<file path="src/sms_pkg.sv">
// Purpose: constants and types of the standby mode sequencer
// Assumes: 32-bit APB register access, byte addresses
// Notes:   offsets below are word aligned

package sms_pkg;

    // ************************************************
    // register map
    // ************************************************
    localparam logic [7:0] SMS_OFS_STBY_CTRL = 8'h00;
    localparam logic [7:0] SMS_OFS_WDT_CSR   = 8'h04;
    localparam logic [7:0] SMS_OFS_WDT_RST   = 8'h08;
    localparam logic [7:0] SMS_OFS_INT_CTRL  = 8'h0c;
    localparam logic [7:0] SMS_OFS_STATUS    = 8'h10;
    localparam logic [7:0] SMS_OFS_WDT_CNT   = 8'h14;

    // ************************************************
    // standby control register fields
    // ************************************************
    localparam int         SMS_BIT_SBY     = 7;
    localparam int         SMS_BIT_FLOAT   = 6;
    localparam logic [7:0] SMS_STBY_RESET  = 8'h1f;
    localparam logic [5:0] SMS_STBY_FIXED  = 6'h1f;

    // ************************************************
    // watchdog control/status fields
    // ************************************************
    localparam int         SMS_BIT_OVF     = 7;
    localparam int         SMS_BIT_INTV    = 6;
    localparam int         SMS_BIT_RUN     = 5;
    localparam int         SMS_CKS_HI      = 2;
    localparam logic [7:0] SMS_CSR_RESET   = 8'h18;
    localparam logic [7:0] SMS_RST_RESET   = 8'h1f;
    localparam logic [7:0] SMS_CNT_MAX     = 8'hff;

    // ************************************************
    // interrupt control fields
    // ************************************************
    localparam int         SMS_BIT_NMI_EDGE_POLARITY    = 8;

    // ************************************************
    // sequencer states
    // ************************************************
    typedef enum logic [1:0] {
        SMS_RUN   = 2'b00,
        SMS_STBY  = 2'b01,
        SMS_WARM  = 2'b10
    } sms_state_t;

endpackage

</file>
<file path="src/sms_standby_seq.sv">
// Purpose: standby mode power-down sequencer with APB register access
// Assumes: single 125 MHz clock, pins synchronised here
// Notes:   the watchdog prescaler stands in for the stabilisation timer
//
// Summary of operation
// - halt executed with standby select set enters standby.
// - standby gates system clock, cpu and peripheral clocks.
// - cpu registers and ram keep contents; their clocks only stop.
// - port pins held or floated according to port float select.
// - entry clears transfer-controller registers except data holding.
// - entry clears multi-timer registers, keeps output-disable unit.
// - entry clears watchdog bits 7..5 and reset status; keeps cks, count.
// - entry clears serial, analog converter and compare timer registers.
// - interrupt, break, cache, bus, pin function and ports keep state.
// - standby control register survives standby.
// - only nmi edge, power-on or manual reset end standby.
// - nmi edge of chosen polarity restarts oscillation.
// - after restart only watchdog clocked until it overflows.
// - overflow clocks whole chip, leaves standby, starts nmi handling.
// - power-on clear low ends standby through power-on reset.
// - polarity bit 0 selects falling edge, 1 rising edge.
// - standby select at bit 7; register resets to 0x1f.
// - port float select at bit 6; 1 floats ports in standby.
// - select bits cannot be set while watchdog run enable is 1.
// - manual clear low with power-on clear high ends standby.

`timescale 1ns/1ns

module sms_standby_seq #(
    parameter int PRESC_W = 12
) (
    // clock and reset
    input  wire logic        clock,
    input  wire logic        arst_n,
    input  wire logic        clkEn,
    // apb slave
    input  wire logic        psel,
    input  wire logic        penable,
    input  wire logic        pwrite,
    input  wire logic [7:0]  paddr,
    input  wire logic [31:0] pwdata,
    output logic      [31:0] prdata,
    output logic             pready,
    output logic             pslverr,
    // cpu side
    input  wire logic        haltExec,
    // pins
    input  wire logic        nmiPin,
    input  wire logic        power_on_clear_n,
    input  wire logic        manual_clear_n,
    // power control outputs
    output logic             cpuHalt,
    output logic             sysClkEn,
    output logic             wdtClkEn,
    output logic             portHold,
    output logic             portFloat,
    output logic             periphInit,
    output logic             nmiException,
    output logic             powerOnReset,
    output logic             manualReset
);
    import sms_pkg::*;

    // the tap offset is PRESC_W less the count width, so it must not go
    // negative; the five-bit tap index caps the top end
    if (PRESC_W < 8 || PRESC_W > 24) begin : gPrescRange
        $error("PRESC_W out of range");
    end

    // ************************************************
    // pin synchronisers
    // ************************************************
    logic [2:0] syncA;
    logic [2:0] syncB;
    logic       nmiS;
    logic       nmiPrev;
    logic       porS;
    logic       mrsS;

    always_ff @(posedge clock or negedge arst_n) begin
        if (!arst_n) begin
            syncA <= 3'h7;
            syncB <= 3'h7;
        end else if (clkEn) begin
            syncA <= {nmiPin, power_on_clear_n, manual_clear_n};
            syncB <= syncA;
        end
    end

    assign nmiS = syncB[2];
    assign porS = syncB[1];
    assign mrsS = syncB[0];

    always_ff @(posedge clock or negedge arst_n) begin
        if (!arst_n) begin
            nmiPrev <= 1'b1;
        end else if (clkEn) begin
            nmiPrev <= nmiS;
        end
    end

    // ************************************************
    // registers
    // ************************************************
    logic       sbySel;
    logic       floatSel;
    logic [7:0] wdtCsr;
    logic [7:0] wdtRst;
    logic       edgePol;
    logic [7:0] wdtCnt;
    logic [PRESC_W-1:0] presc;
    sms_state_t state;

    logic wrAcc;
    logic nmiEdge;
    logic porHit;
    logic mrsHit;
    logic entry;
    logic wdtTick;
    logic overflow;

    // writes land only at the edge where the master sees pready high
    assign wrAcc = psel && penable && pwrite && pready;
    // polarity 0 falling, 1 rising
    assign nmiEdge = edgePol ? (nmiS && !nmiPrev)
                             : (!nmiS && nmiPrev);
    assign porHit = !porS;
    assign mrsHit = porS && !mrsS;
    assign entry = (state == SMS_RUN) && haltExec && sbySel;

    // prescaler tap picked by clock select; wider tap = longer settle
    logic [4:0] tapIdx;
    assign tapIdx = 5'(wdtCsr[SMS_CKS_HI:0])
                  + 5'(PRESC_W - $bits(wdtCnt));

    // mask covers every prescaler stage up to and including the tap
    logic [PRESC_W-1:0] tapMask;
    for (genvar i = 0; i < PRESC_W; i++) begin : gTapMask
        assign tapMask[i] = (5'(i) <= tapIdx);
    end
    // one tick per wrap of the masked stages; cks 0 ticks every 2nd cycle when PRESC_W is 8
    assign wdtTick = (state == SMS_WARM)
                   && ((presc & tapMask) == tapMask);
    assign overflow = wdtTick && (wdtCnt == SMS_CNT_MAX);

    // standby control: writes honoured in run state only, select bits gated by run enable
    always_ff @(posedge clock or negedge arst_n) begin
        if (!arst_n) begin
            sbySel   <= SMS_STBY_RESET[SMS_BIT_SBY];
            floatSel <= SMS_STBY_RESET[SMS_BIT_FLOAT];
        end else if (clkEn) begin
            if (porHit) begin
                sbySel   <= SMS_STBY_RESET[SMS_BIT_SBY];
                floatSel <= SMS_STBY_RESET[SMS_BIT_FLOAT];
            end else if (wrAcc && paddr == SMS_OFS_STBY_CTRL
                         && state == SMS_RUN) begin
                // untouched by standby entry or exit
                sbySel   <= pwdata[SMS_BIT_SBY]
                          && !wdtCsr[SMS_BIT_RUN];
                floatSel <= pwdata[SMS_BIT_FLOAT]
                          && !wdtCsr[SMS_BIT_RUN];
            end
        end
    end

    // interrupt control polarity, retained across standby
    always_ff @(posedge clock or negedge arst_n) begin
        if (!arst_n) begin
            edgePol <= 1'b0;
        end else if (clkEn) begin
            if (porHit) begin
                edgePol <= 1'b0;
            end else if (wrAcc && paddr == SMS_OFS_INT_CTRL
                         && state == SMS_RUN) begin
                edgePol <= pwdata[SMS_BIT_NMI_EDGE_POLARITY];
            end
        end
    end

    // watchdog control/status and reset status
    always_ff @(posedge clock or negedge arst_n) begin
        if (!arst_n) begin
            wdtCsr <= SMS_CSR_RESET;
            wdtRst <= SMS_RST_RESET;
        end else if (clkEn) begin
            if (porHit) begin
                wdtCsr <= SMS_CSR_RESET;
                wdtRst <= SMS_RST_RESET;
            end else if (entry) begin
                wdtCsr[SMS_BIT_OVF:SMS_BIT_RUN] <=
                    SMS_CSR_RESET[SMS_BIT_OVF:SMS_BIT_RUN];
                wdtRst <= SMS_RST_RESET;
            end else if (overflow) begin
                wdtCsr[SMS_BIT_OVF] <= 1'b1;
            end else if (wrAcc && state == SMS_RUN) begin
                if (paddr == SMS_OFS_WDT_CSR) begin
                    wdtCsr <= pwdata[7:0];
                end
                if (paddr == SMS_OFS_WDT_RST) begin
                    wdtRst <= pwdata[7:0];
                end
            end
        end
    end

    // warm-up prescaler and counter; counter kept over entry
    always_ff @(posedge clock or negedge arst_n) begin
        if (!arst_n) begin
            presc  <= '0;
            wdtCnt <= '0;
        end else if (clkEn) begin
            if (porHit) begin
                presc  <= '0;
                wdtCnt <= '0;
            end else if (state == SMS_WARM) begin
                presc <= presc + 1'b1;
                if (wdtTick) begin
                    wdtCnt <= wdtCnt + 8'h01;
                end
            end else begin
                presc <= '0;
                if (wrAcc && paddr == SMS_OFS_WDT_CNT
                    && state == SMS_RUN) begin
                    wdtCnt <= pwdata[7:0];
                end
            end
        end
    end

    // ************************************************
    // sequencer
    // ************************************************
    always_ff @(posedge clock or negedge arst_n) begin
        if (!arst_n) begin
            state <= SMS_RUN;
        end else if (clkEn) begin
            // either reset overrides any state, standby included
            if (porHit || mrsHit) begin
                state <= SMS_RUN;
            end else begin
                unique case (state)
                    SMS_RUN: begin
                        if (entry) begin
                            state <= SMS_STBY;
                        end
                    end
                    SMS_STBY: begin
                        if (nmiEdge) begin
                            state <= SMS_WARM;
                        end
                    end
                    SMS_WARM: begin
                        if (overflow) begin
                            state <= SMS_RUN;
                        end
                    end
                    default: begin
                        state <= SMS_RUN;
                    end
                endcase
            end
        end
    end

    // ************************************************
    // power control outputs
    // ************************************************
    always_ff @(posedge clock or negedge arst_n) begin
        if (!arst_n) begin
            cpuHalt      <= 1'b0;
            sysClkEn     <= 1'b1;
            wdtClkEn     <= 1'b1;
            portHold     <= 1'b0;
            portFloat    <= 1'b0;
            periphInit   <= 1'b0;
            nmiException <= 1'b0;
            powerOnReset <= 1'b0;
            manualReset  <= 1'b0;
        end else if (clkEn) begin
            powerOnReset <= porHit;
            manualReset  <= mrsHit;
            // one-cycle pulse: peripherals clear on entry only
            periphInit   <= entry && !porHit && !mrsHit;
            nmiException <= overflow && !porHit && !mrsHit;
            if (porHit || mrsHit || overflow) begin
                cpuHalt   <= 1'b0;
                sysClkEn  <= 1'b1;
                wdtClkEn  <= 1'b1;
                portHold  <= 1'b0;
                portFloat <= 1'b0;
            end else if (entry) begin
                cpuHalt   <= 1'b1;
                sysClkEn  <= 1'b0;
                wdtClkEn  <= 1'b0;
                portHold  <= !floatSel;
                portFloat <= floatSel;
            // warm-up: only the watchdog runs until the count overflows
            end else if (state == SMS_STBY && nmiEdge) begin
                wdtClkEn  <= 1'b1;
            end
        end
    end

    // ************************************************
    // apb read side
    // ************************************************
    logic [31:0] next_prdata;
    logic        next_err;

    always_comb begin
        next_prdata = 32'h0000_0000;
        next_err    = 1'b0;
        unique case (paddr)
            SMS_OFS_STBY_CTRL: next_prdata[7:0] =
                {sbySel, floatSel, SMS_STBY_FIXED};
            SMS_OFS_WDT_CSR:   next_prdata[7:0] = wdtCsr;
            SMS_OFS_WDT_RST:   next_prdata[7:0] = wdtRst;
            SMS_OFS_INT_CTRL:  next_prdata[SMS_BIT_NMI_EDGE_POLARITY] = edgePol;
            SMS_OFS_STATUS:    next_prdata[1:0] = state;
            SMS_OFS_WDT_CNT:   next_prdata[7:0] = wdtCnt;
            default:           next_err = 1'b1;
        endcase
    end

    // one wait state: ready in the second access cycle
    always_ff @(posedge clock or negedge arst_n) begin
        if (!arst_n) begin
            prdata  <= 32'h0000_0000;
            pready  <= 1'b0;
            pslverr <= 1'b0;
        end else if (clkEn) begin
            pready  <= psel && penable && !pready;
            pslverr <= psel && penable && !pready && next_err;
            if (psel && penable && !pready && !pwrite) begin
                prdata <= next_prdata;
            end
        end
    end

endmodule

</file>
<file path="config.mk">
export PLATFORM = sky130hd
export DESIGN_NAME = sms_standby_seq
export DESIGN_NICKNAME = d
export VERILOG_FILES = /design/src/sms_pkg.sv /design/src/sms_standby_seq.sv
export SDC_FILE = /design/constraint.sdc
export NUM_CORES = 1
export LEC_CHECK = 0
export BUFFER_PORTS_ARGS = -buffer_cell sky130_fd_sc_hd__buf_2
export CAP_MARGIN = 20
export CELL_PAD_IN_SITES_DETAIL_PLACEMENT = 2
export CELL_PAD_IN_SITES_GLOBAL_PLACEMENT = 2
export CORE_MARGIN = 8
export CORE_UTILIZATION = 36
export CTS_BUF_LIST = sky130_fd_sc_hd__clkbuf_2 sky130_fd_sc_hd__clkbuf_4 sky130_fd_sc_hd__clkbuf_8
export DETAILED_ROUTE_END_ITERATION = 16
export GPL_ROUTABILITY_DRIVEN = 0
export PLACE_DENSITY_LB_ADDON = 0.1
export SYNTH_ARGS = -nofsm -noshare
export SYNTH_HDL_FRONTEND = slang
export SYNTH_SLANG_ARGS = --single-unit
</file>
<file path="constraint.sdc">
create_clock -name clock -period 4.4 [get_ports clock]
set_input_delay 0.22 -clock clock [delete_from_list [all_inputs] [get_ports clock]]
set_output_delay 0.22 -clock clock [all_outputs]
set_load 0.005 [all_outputs]
</file>
# Word-level counts from Yosys, hierarchy flattened
# Index checks and enable logic that the tools add are counted.
[word_totals]
reg_bits = 68
latch_bits = 0
mem_bits_rw = 0
rom_bits = 0
input_bits = 50
word_cells = 166
mem_count = 0
[classes]
n_addsub = 3
n_mul = 0
div = 0
magnitude_cmp = 12
n_eq_ne = 26
shift = 0
mux = 45
bitwise = 1
reduce_logical = 54
[op_table]
columns = ["cell", "n"]
rows = [
  ["$mux W8", 12],
  ["$logic_and A1 B1 Y1", 27],
  ["$mux W12", 2],
  ["$pmux W6 S4", 1],
  ["$mux W1", 21],
  ["$eq A8 B4 Y1 const B", 2],
  ["$eq A8 B5 Y1 const B", 2],
  ["$le A3 B4 Y1 const A", 4],
  ["$le A4 B4 Y1 const A", 4],
  ["$add A12 B1 Y12 const B", 1],
  ["$and A12 B12 Y12", 1],
  ["$eq A12 B12 Y1", 1],
  ["$ne A3 B1 Y1 const B", 4],
  ["$reduce_and A4 Y1", 3],
  ["$pmux W2 S5", 1],
  ["$reduce_and A2 Y1", 5],
  ["$logic_not A1 Y1", 9],
  ["$ne A3 B3 Y1 const B", 3],
  ["$add A8 B1 Y8 const B", 1],
  ["$eq A8 B3 Y1 const B", 1],
  ["$eq A8 B8 Y1 const B", 1],
  ["$le A1 B4 Y1 const A", 2],
  ["$le A2 B4 Y1 const A", 2],
  ["$logic_not A8 Y1", 1],
  ["other kinds (19)", 30],
]

# Longest topological paths before layout
# Gate-level depths: netlist of the first run.
[logic_depth]
ltp_word = 9
ltp_mapped = 9

# Worst setup path before layout of the first run
# Ideal clock, no wire load.
[synth_timing]
kind = "register -> register"
start = "register wdtCnt[0]"
end = "register portHold"
t_arrival_ps = 1807
required_time_ps = 4322
slack_ps = 2515
path_stages_with_launch = 8
period_less_slack_ps = 1885
cell_sequence = "dfrtp_1 > ha_1 > and3_1 > and3_1 > and3_1 > a31o_2 > or2_1 > o2bb2ai_1"
[synth_via]
elab_chain_len = 5
[synth_rtl]
columns = ["item", "line", "rtl"]
rows = [
  ["from (decl)", "sms_standby_seq.sv:110", "logic [7:0] wdtCnt;"],
  ["from (signal assigned)", "sms_standby_seq.sv:218", "wdtCnt <= wdtCnt + 8'h01;"],
  ["from (signal assigned)", "sms_standby_seq.sv:224", "wdtCnt <= pwdata[7:0];"],
  ["$eq A8 B8 Y1 (*)", "sms_standby_seq.sv:144", "assign overflow = wdtTick && (wdtCnt == SMS_CNT_MAX);"],
  ["$logic_and A1 B1 Y1 (*)", "sms_standby_seq.sv:144", ""],
  ["$logic_or A1 B1 Y1 (*)", "sms_standby_seq.sv:285", "if (porHit || mrsHit || overflow) begin"],
  ["$reduce_bool A2 Y1 (no source line)", "-", ""],
  ["$reduce_and A2 Y1 (no source line)", "-", ""],
  ["to (signal assigned)", "sms_standby_seq.sv:295", "portHold <= !floatSel;"],
  ["to (decl)", "sms_standby_seq.sv:55", "output logic portHold,"],
]
# Every way passes the cells marked *; elsewhere a longest branch is shown, timed or not.
# A chain may end at the register's enable or synchronous reset.

# Worst setup path in the final report of the first run
[layout_timing]
start = "register syncB[1]"
end = "register wdtRst[0]"
[layout_via]
elab_chain_len = 2
[layout_rtl]
columns = ["item", "line", "rtl"]
rows = [
  ["from (decl)", "sms_standby_seq.sv:74", "logic [2:0] syncB;"],
  ["from (signal assigned)", "sms_standby_seq.sv:86", "syncB <= syncA;"],
  ["$ne A3 B1 Y1 (no source line) or $ne A3 B3 Y1 (tied branches)", "-", ""],
  ["$reduce_and A4 Y1 (no source line)", "-", ""],
  ["to (signal assigned)", "sms_standby_seq.sv:200", "wdtRst <= pwdata[7:0];"],
  ["to (decl)", "sms_standby_seq.sv:108", "logic [7:0] wdtRst;"],
]
# Parallel ways exist; a longest one is shown, timed or not.

==> results by group, run 1 <==
Status
  • Status: finished clean

Worst hold path
  • Worst hold path startpoint: manual_clear_n
  • Worst Hold Class: input port to flop

CTS
  • CTS tree: built
  • Hold-fix buffers at CTS: 1
  • Longest Clk Path Bufs: 2
  • Total CTS buffers: 9
  • Number of buffers added for setup after CTS: 0
  • CTS Sinks: between 60 and 70
  • CTS root buf: clkbuf_8
  • Post_cts resized: 0
  • CTS H-Tree Depth: 3
  • Clk Latency, worst-skew pair: about 0.35 ns
  • Clock-pin slew on the worst setup and hold paths: 0.08 ns

Placement
  • Placed insts: 556
  • Dpl ws: between 2 and 2.5 ns
  • Post-DP HPWL: 8.27 mm
  • Buffers on Ports: between 40 and 50

Finish
  • NumNets Final: 484
  • Cell Count, Final, Fillers Out: roughly 570
  • Share of cells above drive strength 1: 23.3%
  • # diodes: 0
  • Synth-to-Final Area Change: 11.4%
  • Filler cells: 1147

Setup path
  • Crit Path Max Fanout: 16
  • Crit Reg-Reg Startpoint: syncB[1]$_DFFE_PN1P_
  • CP Data Required Time: ~4.7 ns
  • Crit. End Element: flop
  • Kind of critical path: flop to flop
  • Crit path DAT: around 2.5 ns
  • Worst setup path startpoint: syncB[1]$_DFFE_PN1P_
  • Crit start category: flop

Power and ir drop
  • LEAKAGE: 0.00195 uW
  • Comb power frac: between 10% and 20%
  • Part of the power in registers: a little over half
  • Worst IR drop on VDD: 120 uV
  • Switching Fraction: 29.9%
  • P_sw: a little over 400 uW
  • Part of the power in the clock network: 36.1%
  • Internal cell power: 942 uW
  • Power per cell area: about 320 mW/mm^2
  • Total design power: between 1000 and 1500 uW

Detailed routing
  • Vias per cell: 5.47
  • Pre-Repair DR Iteration Count: 4
  • Total Wirelength: roughly 12 mm
  • Drt wl/cell: 20.1 um
  • Initial DRC count: about 110
  • DRT antenna net count: 0
  • Post-route DRC: 0
  • Routed via count: 3132

Timing
  • Count of final setup violators: 0
  • Slew headroom: between 40% and 50%
  • Max Clock Skew: between 0.005 and 0.006 ns
  • Final Max Slew Viols: 0
  • Max Freq: 441 MHz
  • Setup TNS: 0 ns
  • Final min period: 2.27 ns
  • Fin Hold WS: between 0.1 and 0.15 ns
  • Fin. Hold Viols: 0
  • Final WS setup: 2.13 ns
  • Slew @ Worst Pin: just over 0.8 ns
  • Final Cycle Share: around half
  • Unrepaired setup endpoints after global routing: no

Die
  • Die width: roughly 120 um
  • Floorplan Core Area: just over 0.01 mm^2
  • Die Area: 0.0139 mm^2
  • Row count: 37
  • Die H: 118 um
  • I/O pin count: 93
  • Initial Utilization: between 30% and 40%

Logic synthesis
  • Syn Area/Cell: 9.60 um^2
  • Cells after Synth: between 300 and 400
  • Top cells by area, synth: dfrtp_1, dfstp_2, buf_4, nand2_1, nor2_1
  • #FFs+latches synth: between 60 and 70
  • Synth Cell Area: roughly 0.0037 mm^2
  • Fraction of registers with async set/reset: 100%
  • Cell taking the most area after synthesis: dfrtp_1
  • Yosys warns: 0
  • EDFF count, synth: 0
  • Yosys cell types: a little under 60
  • Synth top area share: 34.8%
  • Register area share after synthesis: roughly 46%
  • Ys flop type: dfrtp_1
  • Top cells by count, synth: dfrtp_1, nand2_1, nor2_1, buf_4, o21ai_1
  • Top-count cell post-synth: dfrtp_1

GRT
  • Grt ovf: 0
  • GRT Total Usage: about 17%
  • First-pass GRT wire length: around 19 mm
  • Met2 GRT Util: 30.0%
  • Grt met1 use: 20.3%
  • Vias in the first global route: roughly 3500
  • Initial antenna violation count: 0
  • Maximum number of pins on one net before global-route repair: a little over 40
  • GRT met3 Usage: about 3.6%
  • GR peak layer: met2

Job
  • Maxcap violations: 0
==> flip-flops by register name, summed over array words and instances (netlist names), 2 cells and up <==
name	count
wdtRst	8
presc	12
prdata	9
syncA	3
wdtCsr	8
state	2
wdtCnt	8
syncB	3
==> layout make-up <==
type,instances,area (um^2),area share (%)
Clock inverter,6,40.0,0.960
Inverter,9,33.8,0.810
Sequential cell,68,1720,41.3
Tap cell,136,170,4.08
Timing Repair Buffer,50,263,6.30
Multi-Input combinational cell,294,1800,43.3
Clock buffer,10,138,3.30
==> power groups by stage <==
stage / logic (uW) / clock network [uW] / registers (uW)
after global placement: 155 / 0 / 709
after detailed placement: 160 / 0 / 711
after global routing: 179 / 521 / 705
final: 159 / 485 / 700
after CTS: 162 / 505 / 700
after floorplan: 113 / 0 / 696
==> cell usage in the layout, fill, tap and decap left out, types with 3 or more instances in the layout <==
cell / n
nor2_1: 32
dfstp_2: 16
nand3_1: 11
buf_4: 3
a22o_1: 11
a21oi_1: 14
nand4_1: 3
buf_2: 46
o31ai_1: 4
and4_1: 3
nor3_1: 7
a221oi_1: 5
nand2_1: 42
conb_1: 23
a22oi_1: 5
mux2i_1: 11
dfrtp_1: 52
o21ai_0: 17
clkinv_2: 3
and3_1: 11
o21ai_1: 23
mux2_2: 7
a2bb2oi_1: 10
inv_1: 9
o2bb2ai_1: 9
nor3b_1: 3
nand2b_1: 5
clkbuf_8: 10
==> worst max-delay path: stages (launching register included) <==
cell       delay, ns
dfstp_2         0.75
inv_1           0.31
nor2_1          0.34
nand2_1         0.15
or2_0           0.42
a2bb2oi_1       0.21
==> per-layer routing <==
layer / vias to the layer above / routed length [um]
met4: 0 / 75
met5: - / 0
met2: 51 / 5860
li1: 1451 / -
met3: 8 / 388
met1: 1622 / 5180
==> metrics by stage <==
step / cell area, um^2 / util [%]
floorplan: 3820 / -
detailed placement: 3980 / 38.9
CTS: 4170 / 40.8
finish: 4170 / 40.8
global route: 4170 / 40.8
global placement: 3980 / 38.9
==> worst paths after layout <==
check | end | slack (ns) | depth (start not counted)
min in group asynchronous | wdtCnt[3]$_DFFE_PN0P_ | 0.49 | 2
max in group asynchronous | wdtCsr[4]$_DFFE_PN1P_ | 2.88 | 3
hold / removal | syncA[0]$_DFFE_PN1P_ | 0.10 | 2
setup / recovery | wdtRst[0]$_DFFE_PN1P_ | 2.13 | 5
hold reg to reg | wdtClkEn$_DFFE_PN1P_ | 0.48 | 2
setup reg to reg | wdtRst[0]$_DFFE_PN1P_ | 2.13 | 5
==> cell families after synthesis <==
kind of cell    share of synthesized area (%)
mux                                      5.65
compound gates                           20.4
flops                                    46.0
buf+inv                                  7.99
fa+ha+maj                               0.669
simple gates                             19.2
other cells                             0.100
(Power assumes the default switching activity.)
==> run 2, diff against run 1 <==
- CORE_UTILIZATION: 36 -> 33
- clock period: 4.4 -> 2.1 ns (I/O delays scaled with it)
==> run 2 against run 1 <==
  * Clock power increased by 130%
  * Non-clock buffer count is 24 higher
  * Total power rose by 120%
  * Sequential power is 110% higher
  * Maximum frequency is 16% higher
  * Clock skew up 0.0067 ns
  * Combinational power is 140% higher
  * Die area increased by 7.8%
  * Flip-flop and latch count unchanged
==> results by group, run 2 (synthesis gave the netlist of run 1 again) <==
Detailed routing
  • Drt wl/cell: slightly below 20 um
  • Vias per cell: between 5 and 6
  • Total Wirelength: around 12 mm
  • DRT antenna net count: 0
  • Post-route DRC: 0
  • Pre-Repair DR Iteration Count: 4
  • Initial DRC count: 97
  • Routed via count: 3191

Power and ir drop
  • P_sw: between 800 and 900 uW
  • Internal cell power: ~2100 uW
  • Switching Fraction: between 20% and 30%
  • Part of the power in registers: about half
  • LEAKAGE: 0.00207 uW
  • Total design power: 2970 uW
  • Part of the power in the clock network: approximately two fifths
  • Comb power frac: between 10% and 20%
  • Worst IR drop on VDD: ~470 uV
  • Power per cell area: 671 mW/mm^2

Finish
  • # diodes: 0
  • NumNets Final: ~500
  • Biggest registers after layout: presc: 12 flops, prdata: 9 flops
  • Share of cells above drive strength 1: roughly a quarter
  • Commonest cells after routing, fill and taps aside: dfrtp_1, buf_2, nand2_1
  • Final Cell Area: between 0.004 and 0.005 mm^2
  • Most common cell after layout, fill and taps aside: dfrtp_1
  • Most flops, register: presc
  • Max reg flops: 12
  • Synth-to-Final Area Change: 18.2%

Placement
  • Post-DP HPWL: about 8.6 mm
  • Buffers on Ports: between 40 and 50
  • Post-place instance area: about 0.0041 mm^2
  • Dpl ws: a little under 0.05 ns

GRT
  • Maximum number of pins on one net before global-route repair: around 70
  • GRT Total Usage: 16.4%
  • Grt ovf: 0
  • Vias in the first global route: between 3000 and 4000
  • First-pass GRT wire length: about 19 mm
  • Initial antenna violation count: 0

Setup path
  • Crit start category: flop
  • Reg2Reg Depth: 7
  • Crit. End Element: flop
  • Crit Reg-Reg Startpoint: presc[0]$_DFFE_PN0P_
  • Kind of critical path: flop to flop
  • CP Data Required Time: between 2 and 2.5 ns
  • Critical R2R Capture: wdtCnt[4]$_DFFE_PN0P_
  • Crit Path Max Fanout: 11
  • R2R setup slack: ~0.14 ns
  • Crit path DAT: 2.25 ns

CTS
  • Clock-pin slew on the worst setup and hold paths: 0.07 ns
  • CTS root buf: clkbuf_8
  • CTS tree: built
  • Total CTS buffers: 9
  • Number of buffers added for setup after CTS: 0
  • Longest Clk Path Bufs: 2
  • CTS H-Tree Depth: 3
  • CTS Sinks: slightly below 70
  • Clk Latency, worst-skew pair: ~0.37 ns

Worst hold path
  • Hold Crit Endpoint: wdtRst[4]$_DFFE_PN1P_
  • Worst hold path startpoint: pwdata[4]
  • WHS Path Cells: 2
  • Worst Hold Class: input port to flop

Die
  • Initial Utilization: approximately 33%
  • Floorplan Core Area: between 0.01 and 0.015 mm^2
  • Row count: 39
  • Die H: approximately 120 um
  • Die width: 122 um
  • I/O pin count: 93
  • Die Area: around 0.015 mm^2

Timing
  • Final WS setup: roughly 0.14 ns
  • Slew @ Worst Pin: approximately 0.62 ns
  • Setup TNS: 0 ns
  • Final min period: between 1.5 and 2 ns
  • Max Clock Skew: between 0.01 and 0.015 ns
  • Fin Hold WS: between 0.015 and 0.02 ns
  • Final Max Slew Viols: 0
  • Max Freq: a little over 500 MHz
  • Slew headroom: a little under 60%
  • Fin. Hold Viols: 0
  • Count of final setup violators: 0
  • Final Cycle Share: 93.4%
  • Unrepaired setup endpoints after global routing: no

Job
  • Maxcap violations: 0

Status
  • Status: finished clean
run 2: cell count changes in the layout (fill, tap and decap cells not counted), sizes merged:
cell and delta:
buf +18, dlygate4sd3 +6, clkinv -2, bufinv +1, clkbuf +1
run 2: worst max path at each step:
stage | from | end | slack, ns | depth (start not counted)
finish | presc[0]$_DFFE_PN0P_ | wdtCnt[4]$_DFFE_PN0P_ | 0.14 | 7
global route | presc[0]$_DFFE_PN0P_ | wdtCnt[3]$_DFFE_PN0P_ | 0.01 | 7
CTS | wdtCnt[1]$_DFFE_PN0P_ | portHold$_DFFE_PN0P_ | 0.04 | 7
detailed placement | wdtCnt[1]$_DFFE_PN0P_ | portHold$_DFFE_PN0P_ | 0.05 | 7
global placement | wdtCnt[1]$_DFFE_PN0P_ | portHold$_DFFE_PN0P_ | 0.10 | 7
floorplan | wdtCnt[0]$_DFFE_PN0P_ | portHold$_DFFE_PN0P_ | 0.21 | 7
run 2: through the flow:
stage	utilization, %	cells
final	39.4	604
after global routing	39.4	604
after CTS	39.3	604
after detailed placement	36.9	581
after global placement	36.9	581
after floorplan	-	412
run 2: routing by layer:
metal  part of all wire, %  up-vias  track usage, %  routed length, um
met5                     0        -               0                  0
met4                   1.5        0            6.17                176
met3                   3.6       14            3.50                418
met2                    49       46            27.3               5770
met1                    46     1631            20.5               5340
li1                      -     1500               -                  -
run 2: timing repair:
action / in CTS / in global routing
hold buffers: 7 / 0
endpoints found under the hold margin: 58 / 0
setup endpoints to repair: 0 / 1
gates resized for setup: 0 / 3
run 2: cell type report:
type	instances	area, um^2
Clock buffer	11	145
Clock inverter	5	52.6
Fill cell	1271	6800
Inverter	9	33.8
Multi-Input combinational cell	294	1820
Sequential cell	68	1720
Tap cell	143	179
Timing Repair Buffer	74	470
run 2: worst max-delay path, stage by stage (launching register included):
cell       delay [ns]
dfrtp_1          0.41
ha_1             0.23
and4_1           0.26
and4_1           0.28
a2bb2oi_1        0.08
buf_4            0.19
or2_4            0.28
o21ai_1          0.15
run 2: power by group through the flow:
stage	clock, uW	combinational, uW	sequential (uW)
after floorplan	0	236	1460
after global placement	0	367	1470
after detailed placement	0	378	1480
after CTS	1170	391	1450
after global routing	1210	430	1460
final	1130	385	1450
